**src/fri_pkg.sv**
```systemverilog
// Package: register map, field positions, reset values and timing for the block
package fri_pkg;
    // APB byte addresses
    localparam logic [7:0] ADDR_CTRL_A = 8'h00;
    localparam logic [7:0] ADDR_CTRL_B = 8'h04;
    localparam logic [7:0] ADDR_CTRL_C = 8'h08;
    localparam logic [7:0] ADDR_CMD    = 8'h0c;
    localparam logic [7:0] ADDR_STATUS = 8'h10;
    localparam logic [7:0] ADDR_TARGET = 8'h14;
    // Control register A fields
    localparam int BIT_CPU_REWRITE = 1;
    localparam int BIT_FLASH_STOP  = 7;
    // Control register C fields
    localparam int BIT_SUSP_EN     = 0;
    localparam int BIT_SUSP_REQ    = 1;
    localparam int BIT_INT_SUSP_EN = 2;
    // Command register fields
    localparam int BIT_CMD_ERASE   = 0;
    localparam int BIT_CMD_PROG    = 1;
    // Reset values
    localparam logic [7:0] RST_CTRL_A = 8'h00;
    localparam logic [7:0] RST_CTRL_B = 8'h00;
    localparam logic [7:0] RST_CTRL_C = 8'h00;
    // Timing
    localparam int CLK_NS            = 100;
    localparam int SUSP_LAT_NS       = 1000;
    localparam int RESTART_NS        = 3000;
    localparam int SUSP_LAT_CYC      = SUSP_LAT_NS / CLK_NS;
    localparam int RESTART_CYC       = RESTART_NS / CLK_NS;
    localparam int ERASE_CYC         = 400;
    localparam int PROG_CYC          = 40;
    localparam int CNT_W             = 12;
    localparam int BLK_W             = 4;
    typedef enum logic [2:0] {
        FRI_IDLE, FRI_ERASE, FRI_PROG, FRI_SUSP_WAIT, FRI_SUSPENDED,
        FRI_RESTART
    } fri_state_t;
endpackage
```
**src/fri_core.sv**
```systemverilog
// The address map and the APB interface to the registers are this design's own decisions.
`timescale 1ns/1ps
// Flash rewrite sequencer: interrupt suspend, hold-off and forced reset
// Behaviour
// - Fatal interrupt while busy resets all three control registers.
// - Fatal interrupt, rewrite on and flash stopped resets registers.
// - Maskable interrupt request sets suspend request when both enables set.
// - Operation halts after suspend latency, then interrupt proceeds.
// - Erase suspended: access allowed except erasing block.
// - Program suspended: reads allowed except programming block.
// - Software clears suspend request; device resumes operation.
// - Without suspend, operation has priority; maskable interrupts held.
// - Fatal interrupt aborts, resets flash, restarts after fixed period.
// - Watchdog keeps counting; software refreshes it using erase-suspend.
module fri_core
(
    // Clock and reset
    input  wire logic        i_clk_sys,
    input  wire logic        i_rst,
    // APB slave
    input  wire logic        i_psel,
    input  wire logic        i_penable,
    input  wire logic        i_pwrite,
    input  wire logic [7:0]  i_paddr,
    input  wire logic [31:0] i_pwdata,
    output logic [31:0]      o_prdata,
    output logic             o_pready,
    output logic             o_pslverr,
    // Interrupt controller side
    input  wire logic        i_mask_irq_req,
    input  wire logic        i_fatal_irq_req,
    output logic             o_mask_irq_ack,
    output logic             o_fatal_irq_ack,
    // Flash array access check
    input  wire logic        i_acc_valid,
    input  wire logic        i_acc_write,
    input  wire logic [3:0]  i_acc_block,
    output logic             o_acc_allow,
    // Flash engine status
    output logic             o_busy,
    output logic             o_flash_reset
);
    ////////////////////////////////////////////////////////////////////////
    // Registers and state
    logic [7:0]          flash_ctrl_reg_a;
    logic [7:0]          flash_ctrl_reg_b;
    logic [7:0]          flash_ctrl_reg_c;
    logic [3:0]          target_blk;
    fri_pkg::fri_state_t state;
    fri_pkg::fri_state_t susp_from;
    logic [7:0]          next_a;
    logic [7:0]          next_b;
    logic [7:0]          next_c;
    logic [3:0]          next_target;
    fri_pkg::fri_state_t next_state;
    fri_pkg::fri_state_t next_susp_from;
    logic [31:0]         next_prdata;
    logic                next_pready;
    logic                next_pslverr;
    logic                next_mack;
    logic                next_fack;
    logic                next_allow;
    logic                next_busy;
    logic                next_freset;
    logic                dly_load;
    logic [fri_pkg::CNT_W-1:0] dly_count;
    logic                dly_hold;
    logic                dly_done;
    logic [fri_pkg::CNT_W-1:0] lat_cnt;
    logic [fri_pkg::CNT_W-1:0] next_lat_cnt;
    logic                susp_lat_done;

    // Decoded fields
    logic cpu_rewrite_enable;
    logic flash_stop_bit;
    logic suspend_enable;
    logic suspend_request_flag;
    logic interrupt_suspend_enable;
    logic busy_now;
    logic wr_acc;
    logic rd_acc;

    assign cpu_rewrite_enable   = flash_ctrl_reg_a[fri_pkg::BIT_CPU_REWRITE];
    assign flash_stop_bit       = flash_ctrl_reg_a[fri_pkg::BIT_FLASH_STOP];
    assign suspend_enable       = flash_ctrl_reg_c[fri_pkg::BIT_SUSP_EN];
    assign suspend_request_flag = flash_ctrl_reg_c[fri_pkg::BIT_SUSP_REQ];
    assign interrupt_suspend_enable = flash_ctrl_reg_c[fri_pkg::BIT_INT_SUSP_EN];
    assign wr_acc = i_psel && i_penable && i_pwrite && o_pready;
    assign rd_acc = i_psel && !i_penable && !i_pwrite;

    // Busy from a decoded state; used by several decisions
    function automatic logic is_busy(input fri_pkg::fri_state_t s);
        is_busy = (s == fri_pkg::FRI_ERASE) || (s == fri_pkg::FRI_PROG)
               || (s == fri_pkg::FRI_SUSP_WAIT);
    endfunction

    function automatic logic known_addr(input logic [7:0] a);
        known_addr = (a == fri_pkg::ADDR_CTRL_A) || (a == fri_pkg::ADDR_CTRL_B)
                  || (a == fri_pkg::ADDR_CTRL_C) || (a == fri_pkg::ADDR_CMD)
                  || (a == fri_pkg::ADDR_STATUS)
                  || (a == fri_pkg::ADDR_TARGET);
    endfunction

    assign busy_now = is_busy(state);

    ////////////////////////////////////////////////////////////////////////
    // Shared timer for erase, program and restart period
    fri_delay u_delay
    (
        .i_clk_sys (i_clk_sys),
        .i_rst     (i_rst),
        .i_load    (dly_load),
        .i_count   (dly_count),
        .i_hold    (dly_hold),
        .o_done    (dly_done)
    );

    ////////////////////////////////////////////////////////////////////////
    // Sequencer, registers and bus answer
    always_comb
    begin
        next_a         = flash_ctrl_reg_a;
        next_b         = flash_ctrl_reg_b;
        next_c         = flash_ctrl_reg_c;
        next_target    = target_blk;
        next_state     = state;
        next_susp_from = susp_from;
        next_mack      = 1'b0;
        next_fack      = 1'b0;
        next_freset    = 1'b0;
        dly_load       = 1'b0;
        dly_count      = '0;
        // APB: no wait states; answer in access phase
        next_pready    = i_psel && !i_penable;
        next_pslverr   = i_psel && !i_penable && !known_addr(i_paddr);
        next_prdata    = o_prdata;
        if (rd_acc)
        begin
            unique case (i_paddr)
                fri_pkg::ADDR_CTRL_A: next_prdata = {24'h000000, flash_ctrl_reg_a};
                fri_pkg::ADDR_CTRL_B: next_prdata = {24'h000000, flash_ctrl_reg_b};
                fri_pkg::ADDR_CTRL_C: next_prdata = {24'h000000, flash_ctrl_reg_c};
                fri_pkg::ADDR_STATUS: next_prdata = {29'h00000000, state};
                fri_pkg::ADDR_TARGET: next_prdata = {28'h0000000, target_blk};
                default:              next_prdata = 32'h00000000;
            endcase
        end

        // Register writes; command starts only from idle with flash running
        if (wr_acc)
        begin
            unique case (i_paddr)
                fri_pkg::ADDR_CTRL_A: next_a = i_pwdata[7:0];
                fri_pkg::ADDR_CTRL_B: next_b = i_pwdata[7:0];
                fri_pkg::ADDR_CTRL_C: next_c = i_pwdata[7:0];
                fri_pkg::ADDR_TARGET: next_target = i_pwdata[3:0];
                fri_pkg::ADDR_CMD:
                begin
                    if (state == fri_pkg::FRI_IDLE && cpu_rewrite_enable
                        && !flash_stop_bit)
                    begin
                        if (i_pwdata[fri_pkg::BIT_CMD_ERASE])
                        begin
                            next_state = fri_pkg::FRI_ERASE;
                            dly_load   = 1'b1;
                            dly_count  = fri_pkg::CNT_W'(fri_pkg::ERASE_CYC);
                        end
                        else if (i_pwdata[fri_pkg::BIT_CMD_PROG])
                        begin
                            next_state = fri_pkg::FRI_PROG;
                            dly_load   = 1'b1;
                            dly_count  = fri_pkg::CNT_W'(fri_pkg::PROG_CYC);
                        end
                    end
                end
                default: ;
            endcase
        end

        // Timer freezes only while suspended
        dly_hold = (state == fri_pkg::FRI_SUSPENDED);

        unique case (state)
            fri_pkg::FRI_IDLE:
            begin
                // Nothing running: maskable interrupts pass at once
                next_mack = i_mask_irq_req;
            end
            fri_pkg::FRI_ERASE,
            fri_pkg::FRI_PROG:
            begin
                if (dly_done)
                begin
                    next_state = fri_pkg::FRI_IDLE;
                end
                else if (i_mask_irq_req && suspend_enable
                         && interrupt_suspend_enable)
                begin
                    next_c[fri_pkg::BIT_SUSP_REQ] = 1'b1;
                    next_susp_from = state;
                    next_state     = fri_pkg::FRI_SUSP_WAIT;
                end
                else if (suspend_request_flag && suspend_enable)
                begin
                    // Software-driven suspend, e.g. to refresh the watchdog
                    next_susp_from = state;
                    next_state     = fri_pkg::FRI_SUSP_WAIT;
                end
                // Otherwise the maskable request stays pending
            end
            fri_pkg::FRI_SUSP_WAIT:
            begin
                // Engine keeps running during the latency, then parks
                dly_hold = 1'b0;
                if (dly_done)
                    next_state = fri_pkg::FRI_IDLE;
            end
            fri_pkg::FRI_SUSPENDED:
            begin
                next_mack = i_mask_irq_req;
                if (!suspend_request_flag)
                    next_state = susp_from;
            end
            fri_pkg::FRI_RESTART:
            begin
                next_freset = !dly_done;
                if (dly_done)
                begin
                    next_fack  = 1'b1;
                    next_state = fri_pkg::FRI_IDLE;
                end
            end
        endcase

        // Latency runs on its own count, lat_cnt, separate from the op timer
        if (state == fri_pkg::FRI_SUSP_WAIT && susp_lat_done)
            next_state = fri_pkg::FRI_SUSPENDED;

        // Fatal interrupts override all; the ack cycle is not a new request
        if (i_fatal_irq_req && !o_fatal_irq_ack
            && state != fri_pkg::FRI_RESTART)
        begin
            if (busy_now || state == fri_pkg::FRI_SUSPENDED
                || (cpu_rewrite_enable && flash_stop_bit))
            begin
                next_a = fri_pkg::RST_CTRL_A;
                next_b = fri_pkg::RST_CTRL_B;
                next_c = fri_pkg::RST_CTRL_C;
            end
            if (busy_now || state == fri_pkg::FRI_SUSPENDED)
            begin
                next_state  = fri_pkg::FRI_RESTART;
                next_freset = 1'b1;
                dly_load    = 1'b1;
                dly_count   = fri_pkg::CNT_W'(fri_pkg::RESTART_CYC);
            end
            else
                next_fack = 1'b1;
        end
    end

    ////////////////////////////////////////////////////////////////////////
    // Suspend latency counter, separate so the op count is preserved

    always_comb
    begin
        next_lat_cnt = lat_cnt;
        if (state != fri_pkg::FRI_SUSP_WAIT)
            next_lat_cnt = fri_pkg::CNT_W'(fri_pkg::SUSP_LAT_CYC);
        else if (lat_cnt != '0)
            next_lat_cnt = lat_cnt - 1'b1;
    end
    assign susp_lat_done = (state == fri_pkg::FRI_SUSP_WAIT)
                        && (lat_cnt == {{(fri_pkg::CNT_W-1){1'b0}}, 1'b1});

    ////////////////////////////////////////////////////////////////////////
    // Access gate while suspended or busy
    always_comb
    begin
        next_busy  = is_busy(next_state) || next_state == fri_pkg::FRI_RESTART;
        next_allow = 1'b0;
        if (i_acc_valid)
        begin
            unique case (state)
                fri_pkg::FRI_IDLE: next_allow = 1'b1;
                fri_pkg::FRI_SUSPENDED:
                    if (susp_from == fri_pkg::FRI_ERASE)
                        next_allow = (i_acc_block != target_blk);
                    else
                        next_allow = !i_acc_write
                                  && (i_acc_block != target_blk);
                default: next_allow = 1'b0;
            endcase
        end
    end

    ////////////////////////////////////////////////////////////////////////
    // State registers
    always_ff @(posedge i_clk_sys or posedge i_rst)
    begin
        if (i_rst)
        begin
            flash_ctrl_reg_a <= fri_pkg::RST_CTRL_A;
            flash_ctrl_reg_b <= fri_pkg::RST_CTRL_B;
            flash_ctrl_reg_c <= fri_pkg::RST_CTRL_C;
            target_blk       <= '0;
            state            <= fri_pkg::FRI_IDLE;
            susp_from        <= fri_pkg::FRI_ERASE;
            lat_cnt          <= '0;
            o_prdata         <= '0;
            o_pready         <= 1'b0;
            o_pslverr        <= 1'b0;
            o_mask_irq_ack   <= 1'b0;
            o_fatal_irq_ack  <= 1'b0;
            o_acc_allow      <= 1'b0;
            o_busy           <= 1'b0;
            o_flash_reset    <= 1'b0;
        end
        else
        begin
            flash_ctrl_reg_a <= next_a;
            flash_ctrl_reg_b <= next_b;
            flash_ctrl_reg_c <= next_c;
            target_blk       <= next_target;
            state            <= next_state;
            susp_from        <= next_susp_from;
            lat_cnt          <= next_lat_cnt;
            o_prdata         <= next_prdata;
            o_pready         <= next_pready;
            o_pslverr        <= next_pslverr;
            o_mask_irq_ack   <= next_mack;
            o_fatal_irq_ack  <= next_fack;
            o_acc_allow      <= next_allow;
            o_busy           <= next_busy;
            o_flash_reset    <= next_freset;
        end
    end
endmodule

```
**src/fri_delay.sv**
```systemverilog
`timescale 1ns/1ps
// Down counter that pulses done when a loaded count expires
module fri_delay
(
    // Clock and reset
    input  wire logic                    i_clk_sys,
    input  wire logic                    i_rst,
    // Control
    input  wire logic                    i_load,
    input  wire logic [fri_pkg::CNT_W-1:0] i_count,
    input  wire logic                    i_hold,
    // Status
    output logic                         o_done
);
    logic [fri_pkg::CNT_W-1:0] cnt;
    logic [fri_pkg::CNT_W-1:0] next_cnt;
    logic                      next_done;

    // Load wins; hold freezes a running count (used while suspended)
    always_comb
    begin
        next_cnt  = cnt;
        next_done = 1'b0;
        if (i_load)
            next_cnt = i_count;
        else if (!i_hold && cnt != '0)
        begin
            next_cnt  = cnt - 1'b1;
            next_done = (cnt == {{(fri_pkg::CNT_W-1){1'b0}}, 1'b1});
        end
    end

    always_ff @(posedge i_clk_sys or posedge i_rst)
    begin
        if (i_rst)
        begin
            cnt    <= '0;
            o_done <= 1'b0;
        end
        else
        begin
            cnt    <= next_cnt;
            o_done <= next_done;
        end
    end
endmodule

```
**config.mk**
```make
export PLATFORM = sky130hd
export DESIGN_NAME = fri_core
export DESIGN_NICKNAME = d
export VERILOG_FILES = /design/src/fri_pkg.sv /design/src/fri_core.sv /design/src/fri_delay.sv
export SDC_FILE = /design/constraint.sdc
export NUM_CORES = 1
export LEC_CHECK = 0
export ABC_AREA = 1
export BUFFER_PORTS_ARGS = -buffer_cell sky130_fd_sc_hd__buf_2
export CAP_MARGIN = 20
export CORE_UTILIZATION = 30
export CTS_BUF_LIST = sky130_fd_sc_hd__clkbuf_8
export DETAILED_ROUTE_END_ITERATION = 8
export PLACE_DENSITY_LB_ADDON = 0.15
export SETUP_SLACK_MARGIN = 0.5
export SLEW_MARGIN = 20
export SYNTH_ARGS = -nofsm -noshare
export SYNTH_HDL_FRONTEND = slang
export SYNTH_HIERARCHICAL = 1
export SYNTH_SLANG_ARGS = --single-unit
```
**constraint.sdc**
```tcl
create_clock -name i_clk_sys -period 2.25 [get_ports i_clk_sys]
set_input_delay 0 -clock i_clk_sys [delete_from_list [all_inputs] [get_ports i_clk_sys]]
set_output_delay 0 -clock i_clk_sys [all_outputs]
set_load 0.005 [all_outputs]
```
# == Word-level counts from Yosys, hierarchy flattened ==
# Index checks and enable logic that the tools add are counted.
# totals
wordCells,154
inputBits,53
regBits,98
out_inout_bits,39
# classes
n_eq_ne,20
n_addsub,2
n_reduce_logical,50
bitwise,1
mux,64
# ops
operator,count
8-bit two-way mux,12
12-bit two-way mux,6
3-bit two-way mux,15
8-bit case mux with 5 select lines,1
9-bit two-way mux,4
"12-bit by 1-bit == test with 1-bit output, second input constant",2
12-bit nonzero test,2
"12-bit by 1-bit subtractor with 12-bit output, second input constant",2
1-bit two-way mux,23
1-bit logical AND,18
"8-bit by 4-bit == test with 1-bit output, second input constant",2
"8-bit by 5-bit == test with 1-bit output, second input constant",2
"3-bit by 2-bit == test with 1-bit output, second input constant",4
1-bit logical OR,12
"3-bit by 1-bit == test with 1-bit output, second input constant",3
"3-bit == test, second input constant",3
3-bit case mux with 3 select lines,1
"8-bit by 3-bit == test with 1-bit output, second input constant",1
1-bit zero test,8
8-bit zero test,1
6-bit two-way mux,1
2-bit nonzero test,3
2-bit OR reduction,3
4-bit inequality test,1
other kinds (7),7

# == Depth between registers and ports, before layout ==
# Gate-level depths: netlist of the first run.
# depth
depth_word,17
mapped_depth,13
mapped_depth_nobuf,12

# == By module ==
# The synthesis of the first run kept the hierarchy.
# modules_own_cells
mod,area_per_inst_um2,cells_each,n_inst,seq_area_each_um2
fri_core,3372.0,430,1,1527.7
fri_delay,977.2,147,1,325.3

# == Least setup slack after synthesis of the first run ==
# OpenSTA, ideal clock, no wires.
# synth_timing
path_type,reg-to-reg
startpoint,reg state[1]
endpoint,reg u_delay/cnt[0] (netlist bit)
synth_period_minus_slack_ps,1907
required_time_ps,2176
setup_time_ps,74
stages_incl_launch_ff,14
t_arrival_ps,1833
path_buffers,2
setup_slack_ps,343
cell_sequence,dfrtp_1 -> inv_2 -> nand2_1 -> nor2_2 -> nor2_4 -> nor2_4 -> inv_2 -> nand3_1 -> buf_2 -> clkinv_1 -> nand2_4 -> buf_6 -> nand2_2 -> o21ai_2
# synth_between
elab_cells_between_ends,27
cone_classes,eq/ne: 5; mux: 12; reduce/logical: 10
# synth_lines
item,line_no,text
start: declaration,fri_core.sv:49,fri_pkg::fri_state_t state;
start signal: assignment,fri_core.sv:307,state <= fri_pkg::FRI_IDLE;
start signal: assignment,fri_core.sv:325,state <= next_state;
3-bit == test or 3-bit by 2-bit == test with 1-bit output (tied branches),"fri_core.sv:181, fri_core.sv:183",
1-bit two-way mux (*),fri_core.sv:183,unique case (state)
named net dly_hold,fri_core.sv:67,logic dly_hold;
1-bit zero test (*),fri_delay.sv:26,else if (!i_hold && cnt != '0)
1-bit logical AND (*),fri_delay.sv:26,
2-bit nonzero test (no source line) (*),--,
end signal: assignment,fri_delay.sv:42,cnt <= next_cnt;
end: declaration,fri_delay.sv:15,logic [fri_pkg::CNT_W-1:0] cnt;
# The timed path passes the listed nets; every way through them passes the cells marked *.
# A chain may end at the register's enable or synchronous reset.

# == Worst setup path after layout of the first run ==
# layout_timing
startpoint,reg state[1]
endpoint,reg u_delay/cnt[8] (netlist bit)
# layout_between
elab_chain_len,9
elab_cells_between_ends,27
cone_classes,eq/ne: 5; mux: 12; reduce/logical: 10
# layout_rtl
item,line_no,text
3-bit zero test,fri_core.sv:159,if (state == fri_pkg::FRI_IDLE && cpu_rewrite_enable
1-bit logical AND,fri_core.sv:159,
1-bit logical AND,fri_core.sv:160,&& !flash_stop_bit)
1-bit two-way mux,fri_core.sv:159,
1-bit two-way mux,fri_core.sv:152,unique case (i_paddr)
1-bit two-way mux,fri_core.sv:150,if (wr_acc)
1-bit two-way mux,fri_core.sv:250,if (busy_now || state == fri_pkg::FRI_SUSPENDED)
1-bit two-way mux (*),fri_core.sv:240,if (i_fatal_irq_req && !o_fatal_irq_ack
named net dly_load,fri_core.sv:65,logic dly_load;
12-bit two-way mux or 2-bit nonzero test (tied branches),--,
# Marks and branches as above.

==> run_results.csv, run 1 <==
group,metric,value,unit
global_route,grt_max_degree,62,
yosys,ys_warn_count,6,
routing,vias,3867,
min_path,min_path_type,"in2reg",
floorplan,rows,43,
routing,drc,0,
cts,clk-insertion-delay-late,370,ps
sta,fin_crit,1675,ps
critical_path,path_buf_inv,2,
floorplan,core_area,13990,sq um
yosys,avgSynthCellArea,7.538,sq um
yosys,ys_types,45,
power,p_per_area,879.6,nW/um^2
critical_path,worstPathMaxFanout,6,
sta,rsz0062_at_grt,"true",
sta,worst_slew_pin_slew,712.0,ps
outcome,status,"completed",
sta,fin_skew,10.78,ps
routing,vias_per_cell,4.528,
power,total_power,4.793,mW
global_route,grt-ovfl-total,0,
final_layout,final_nets,727,
cts,cts_max_level,3,
final_layout,diodes,0,
min_path,holdPathStages,5,
routing,routedWlPerCell,12.95,um
floorplan,dieArea,14980,sq um
global_route,antenna_found_initial,0,
power,ir_worst_vdd,0.3715,mV
routing,drt_iter0_markers,159,
placed_design,dpl.hpwl,7683,um
cts,numCtsBuffers,9,
sta,hold_viol,0,
yosys,synth_enable_flop_cells,0,
floorplan,start_util,31.09,%
critical_path,critPathMostFrequentCell,"nor2_4",
cts,cts.path.max_buffers,2,
placed_design,routabilityCongestion,0.8019,
sta,finalMaxSlewViolations,0,
placed_design,dp_slack,243.8,ps
sta,period_share,74.45,%
cts,numClockSinks,74,
critical_path,cp_cell_sequence,"nor2_4 -> nor2_4 -> nor2_4 -> nor2_4 -> inv_4 -> nand3_4 -> clkbuf_16 -> nor2_4 -> nand2_1 -> nand3_1",
critical_path,slowest_delay,450,ps
global_route,grt_use_total,16.02,%
min_path,min_from,"i_pwrite",
critical_path,rrSetupSlack,570,ps
global_route,grt_pass1_wl,18250,um
yosys,synthesis.area,4349,sq um
min_path,hold_end,"o_prdata[1]",
critical_path,reg2reg_depth,10,
critical_path,startpoint_type,"flop",
routing,drt-total-wl,11060,um
final_layout,area_growth,25.29,%
final_layout,final_layout_size_suffix_gt1_share,22.55,%
critical_path,worstPathRequired,2560,ps
yosys,yosysSeqAreaShare,42.61,%
critical_path,r2r-end,"u_delay/cnt[8]",
final_layout,post-route-util,38.95,%
yosys,ys_async_sr_fraction,100.0,%
floorplan,io_pins,92,
critical_path,critPathKind,"reg2reg",
critical_path,rr_startpoint,"state[1]",
yosys,netlist_instances,577,
routing,ant_nets,0,
critical_path,end_kind,"flop",
floorplan,dieWidth,122.4,um
yosys,synth_area_leaders,"dfrtp_1, nand2_1, inv_1, o21ai_0, nor2_1",
critical_path,cp_top_family,"simple AND/OR/NAND/NOR gates",
cts,clk_pin_slew,90,ps
floorplan,fp.dieH,122.4,um
yosys,synth_ff_type,"dfrtp_1",
yosys,ys_seq_elements,74,
sta,fin_tns_setup,0,ps
job,drv_cap,0,
power,leakagePower,2.828,nW
sta,slew_headroom,52.28,%
routing,dr.pass1.iters,5,
global_route,grt_pass1_vias,3731,
yosys,yosys.area.top_type,"dfrtp_1",
placed_design,port_buffers,43,
sta,final.setup.worst_slack,574.8,ps
sta,setup_violations,0,
critical_path,arrival,1980,ps
cts,cts_root_buffer,"clkbuf_8",
yosys,yosys.area.top_type_share,42.00,%
cts,cts_tree,"built",
critical_path,slowest_stage,"dfrtp_2",
sta,max_freq,0.5969,GHz
[how the worst max path moves through the flow]
stage,from,endpoint,cells past startpoint
after floorplan,state[1],u_delay/cnt[1],12
after global placement,state[2],u_delay/cnt[5],11
after detailed placement,state[2],u_delay/cnt[5],11
after CTS,lat_cnt[0],lat_cnt[9],11
after global routing,state[1],u_delay/cnt[5],12
final,state[1],u_delay/cnt[8],10
[state kept, by name, indices dropped and copies added, names as in the netlist]
signal / count
flash_ctrl_reg_a: 8
flash_ctrl_reg_b: 8
flash_ctrl_reg_c: 8
lat_cnt: 12
o_acc_allow: 1
o_busy: 1
o_fatal_irq_ack: 1
o_flash_reset: 1
o_mask_irq_ack: 1
o_prdata: 8
o_pready: 1
o_pslverr: 1
state: 3
susp_from: 3
target_blk: 4
u_delay/cnt: 12
u_delay/o_done: 1
[per-stage QoR]
step	cell area (sq um)	hold slack, ps	std cells
after floorplan	4477	-123.0	605
after global placement	4730	94.44	802
after detailed placement	4730	98.11	802
after CTS	5258	43.45	842
after global routing	5449	79.14	854
final	5449	62.27	854
[final cells by class]
cell class	count	area (sq um)
Sequential cell	74	1857
Clock buffer	10	137.6
Tap cell	180	225.2
Multi-Input combinational cell	423	2196
Inverter	74	287.8
Fill cell	1464	8539
Clock inverter	6	57.56
Timing Repair Buffer	87	688.2
[metal layers]
layer	global-route usage, %	up-vias	wire length [um]
met5	0	-	0
met4	5.335	0	218
met3	4.507	11	407
met2	24.72	70	5070
met1	21.46	1809	5360
li1	-	1977	-
[Yosys cell counts, types with 6 or more instances]
cell     number
nand2_2       6
nand2_1     154
nand3_1      37
inv_1        67
o21ai_0      40
a21oi_1      32
o21ai_1       8
nor2_1       52
nor2_2        8
nor3_1        7
buf_4        24
dfrtp_1      73
[cells in the final DEF (no fill, tap or decap), drive strengths merged, types with 2 or more instances in the layout]
master	n
xnor2	2
o21ai	52
nand2	163
inv	74
nor3	9
dlygate4sd3	15
nand3	38
clkbuf	11
conb	29
clkinv	5
dfrtp	73
nor4	3
nand4	5
buf	71
o21a	2
xor2	4
ha	5
nor2	64
o211ai	2
a21oi	34
[power breakdown]
part	internal [mW]	switching (mW)	total, mW
Sequential	1.50	0.175	1.67
Clock	0.535	0.534	1.07
Combinational	0.906	1.15	2.05
[cells by family (layout without fill, tap and decap cells)]
kind of cell / after synthesis / after routing / share of synthesized area, %
compound gates: 98 / 98 / 12.97
buf+inv: 108 / 177 / 12.23
simple gates: 285 / 285 / 29.46
other cells: 1 / 29 / 0.08622
flops: 74 / 74 / 42.61
xor+xnor: 6 / 6 / 1.208
fa+ha+maj: 5 / 5 / 1.438
[tightest hold or removal path: stages]
cell and delay (ps):
buf_2 90, nor2_1 40, buf_4 160, nand2_1 70
nand2_1 40
[timing repair]
item / 4_1_cts / 5_1_grt
endpoints found under the setup margin: 14 / 44
pin swaps: 4 / 12
hold buffers: 15 / 0
resized for setup: 16 / 26
hold endpoints to repair: 102 / 0
gates cloned: 0 / 1
buffers inserted: 9 / 11
(Power assumes the default switching activity.)
==> run 2, diff against run 1 <==
--- a/config.mk
+++ b/config.mk
@@ -5,7 +5,7 @@
 export SDC_FILE = /design/constraint.sdc
 export NUM_CORES = 1
 export LEC_CHECK = 0
-export ABC_AREA = 1
+export ABC_AREA = 0
 export BUFFER_PORTS_ARGS = -buffer_cell sky130_fd_sc_hd__buf_2
 export CAP_MARGIN = 20
 export CORE_UTILIZATION = 30
==> constraint.sdc (replaced) <==
create_clock -name i_clk_sys -period 1.75 [get_ports i_clk_sys]
set_input_delay 0 -clock i_clk_sys [delete_from_list [all_inputs] [get_ports i_clk_sys]]
set_output_delay 0 -clock i_clk_sys [all_outputs]
set_load 0.005 [all_outputs]
==> run 2 against run 1 <==
Effect of this change:
- register-to-register slack got worse by 730 ps
- maximum frequency decreased by 12%
- global-route usage increased by 2.2 points
- the flow now finishes with violations (negative setup slack)
- critical path depth decreased by 6
==> run_results.csv, run 2 <==
group,metric,value,unit
cts,clk_pin_slew,80,ps
critical_path,worstPathRequired,2020,ps
yosys,synth_enable_flop_cells,0,
sta,rsz0062_at_grt,"true",
global_route,grt_use_total,18.21,%
floorplan,core_area,13350,sq um
min_path,min_from,"i_pwdata[1]",
yosys,synth_compound_area_share,12.27,%
sta,worst_hold_slack,54.85,ps
cts,cts.path.max_buffers,2,
power,comb_power_share,52.6,%
placed_design,numPlacedInstances,708,
global_route,grt_pass1_wl,20090,um
routing,ant_nets,0,
routing,drt_iter0_markers,193,
sta,final.setup.worst_slack,-152.2,ps
critical_path,rrSetupSlack,-150,ps
final_layout,final_common_cell,"buf_4",
floorplan,dieWidth,119.3,um
cts,numCtsBuffers,9,
sta,setup_violations,12,
yosys,ys_seq_elements,74,
final_layout,area_growth,59.38,%
cts,cts_max_level,3,
floorplan,start_util,30.94,%
final_layout,finalInstanceArea,6583,sq um
power,clkPwrFrac,18.1,%
routing,dr.pass1.iters,5,
yosys,yosysSeqAreaShare,44.87,%
critical_path,slowest_stage,"or4_4",
routing,drt-total-wl,12180,um
power,power_frac_seq,29.2,%
critical_path,worstPathMaxFanout,2,
critical_path,cp_cell_sequence,"or4_4 -> or3_4 -> or4_1 -> a31oi_1",
critical_path,arrival,2180,ps
sta,hold_viol,0,
floorplan,rows,42,
cts,numClockSinks,74,
yosys,avgSynthCellArea,9.605,sq um
final_layout,stdcell_count,779,
placed_design,port_buffers,43,
power,ir_worst_vdd,0.4590,mV
critical_path,critPathKind,"reg2reg",
sta,finalMaxSlewViolations,0,
outcome,status,"finished with violations",
final_layout,final_layout_size_suffix_gt1_share,52.57,%
yosys,yosys.area.top_type,"dfrtp_1",
yosys,synth_simple_gate_area_share,21.81,%
floorplan,dieArea,14240,sq um
power,p_per_area,1119,nW/um^2
yosys,synthesis.area,4130,sq um
critical_path,r2r-end,"u_delay/cnt[11]",
yosys,yosys.area.top_type_share,44.23,%
critical_path,reg2reg_depth,4,
final_layout,reg_top3,"lat_cnt x12, u_delay/cnt x12",
floorplan,io_pins,92,
critical_path,path_buf_inv,0,
min_path,min_path_type,"in2reg",
yosys,netlist_instances,430,
yosys,ys_warn_count,6,
min_path,holdPathStages,2,
critical_path,cp_top_family,"simple AND/OR/NAND/NOR gates",
global_route,antenna_found_initial,0,
final_layout,diodes,0,
cts,clk-insertion-delay-late,350,ps
outcome,violations,"negative setup slack",
placed_design,dp_slack,-219.4,ps
yosys,synth_most_common_cell,"dfrtp_1",
final_layout,post-route-util,49.32,%
placed_design,placed_area,5225,sq um
placed_design,dpl.hpwl,8081,um
power,p_switching,2.702,mW
global_route,grt_max_degree,28,
sta,fin_tns_setup,-917.9,ps
critical_path,startpoint_type,"flop",
placed_design,routabilityCongestion,0.7843,
power,switching_share,36.70,%
yosys,synthXorXnorAreaFrac,3.393,%
critical_path,crit_start,"u_delay/cnt[6]",
yosys,synth_area_leaders,"dfrtp_1, mux2i_1, buf_4, nor2_1, a21oi_1",
yosys,synthAdderAreaFrac,1.515,%
final_layout,final_nets,656,
routing,vias,3800,
yosys,ys_types,58,
critical_path,end_kind,"flop",
global_route,grt_pass1_vias,3959,
yosys,synthTopCellsByCount,"dfrtp_1, nor2_1, nand2_1, a21oi_1, buf_4",
sta,fin_skew,14.58,ps
yosys,ys_async_sr_fraction,100.0,%
final_layout,fill_cells,1257,
sta,slew_headroom,53.33,%
power,total_power,7.363,mW
sta,period_share,108.7,%
min_path,hold_end,"target_blk[1]",
global_route,grt-ovfl-total,0,
sta,fin_crit,1902,ps
sta,worst_slew_pin_slew,698.6,ps
final_layout,final_cell_mix,"buf_4, dfrtp_1, buf_2, buf_6, conb_1",
critical_path,slowest_delay,520,ps
routing,routedWlPerCell,15.64,um
routing,drc,0,
yosys,synthMuxAreaShare,7.301,%
job,drv_cap,0,
cts,cts_root_buffer,"clkbuf_8",
sta,max_freq,0.5257,GHz
critical_path,rr_startpoint,"u_delay/cnt[6]",
yosys,synth_ff_type,"dfrtp_1",
power,leakagePower,2.907,nW
floorplan,fp.dieH,119.3,um
power,power.internal,4.661,mW
cts,cts_tree,"built",
routing,vias_per_cell,4.878,
yosys,synth_top_family_by_area,"simple AND/OR/NAND/NOR gates",
## run 2: changes by cell type after synthesis, moves of 7 or more
cell	change
a31oi_1	+7
mux2i_1	+20
mux2_2	+9
nand2_1	-124
nor2_2	-8
nand3_1	-13
o21ai_0	-28
clkbuf_1	+11
inv_1	-54
nor2b_1	+9
xor2_1	+7
## run 2: final cells by class
class	count	area, sq um	area share (%)
inverter	13	65.06	0.9884
sequential	74	1856	28.19
multi-input combinational	327	2788	42.35
timing repair buffer	173	1460	22.18
clock buffer	9	123.9	1.882
tap	176	220.2	3.345
clock inverter	7	70.07	1.064
## run 2: worst max-delay path by stage
stage | slack (ps) | to | cells past startpoint
2_1_floorplan | -290 | u_delay/cnt[11] | 5
3_3_place_gp | -170 | u_delay/cnt[11] | 4
3_5_place_dp | -220 | u_delay/cnt[9] | 4
4_1_cts | -190 | u_delay/cnt[11] | 4
5_1_grt | -230 | u_delay/cnt[11] | 4
6_report | -150 | u_delay/cnt[11] | 4
## run 2: what timing repair did
action | 4_1_cts | 5_1_grt
gates cloned | 4 | 0
gates resized for setup | 118 | 46
buffers inserted | 27 | 10
endpoints found under the setup margin | 66 | 67
pin swaps | 41 | 36
hold buffers | 14 | 0
endpoints found under the hold margin | 58 | 0
## run 2: power groups by stage
stage                     sequential, mW  combinational [mW]  clock [mW]
after CTS                           2.15                3.50        1.39
final                               2.15                3.88        1.34
after global placement              2.15                2.49           0
after global routing                2.19                4.17        1.46
after detailed placement            2.16                2.51           0
after floorplan                     2.19                1.55           0
## run 2: cell families after synthesis
kind of cell,Yosys count
compound gates,79
xor+xnor,16
fa+ha+maj,5
buf+inv,58
flops,74
mux,29
other cells,1
simple gates,168
## run 2: metal layers
metal	vias to the layer above	GRT usage, %	routed length (um)
li1	1818	-	-
met5	-	0	0
met3	9	3.400	483
met2	79	31.43	6356
met4	0	4.922	140
met1	1894	23.22	5201
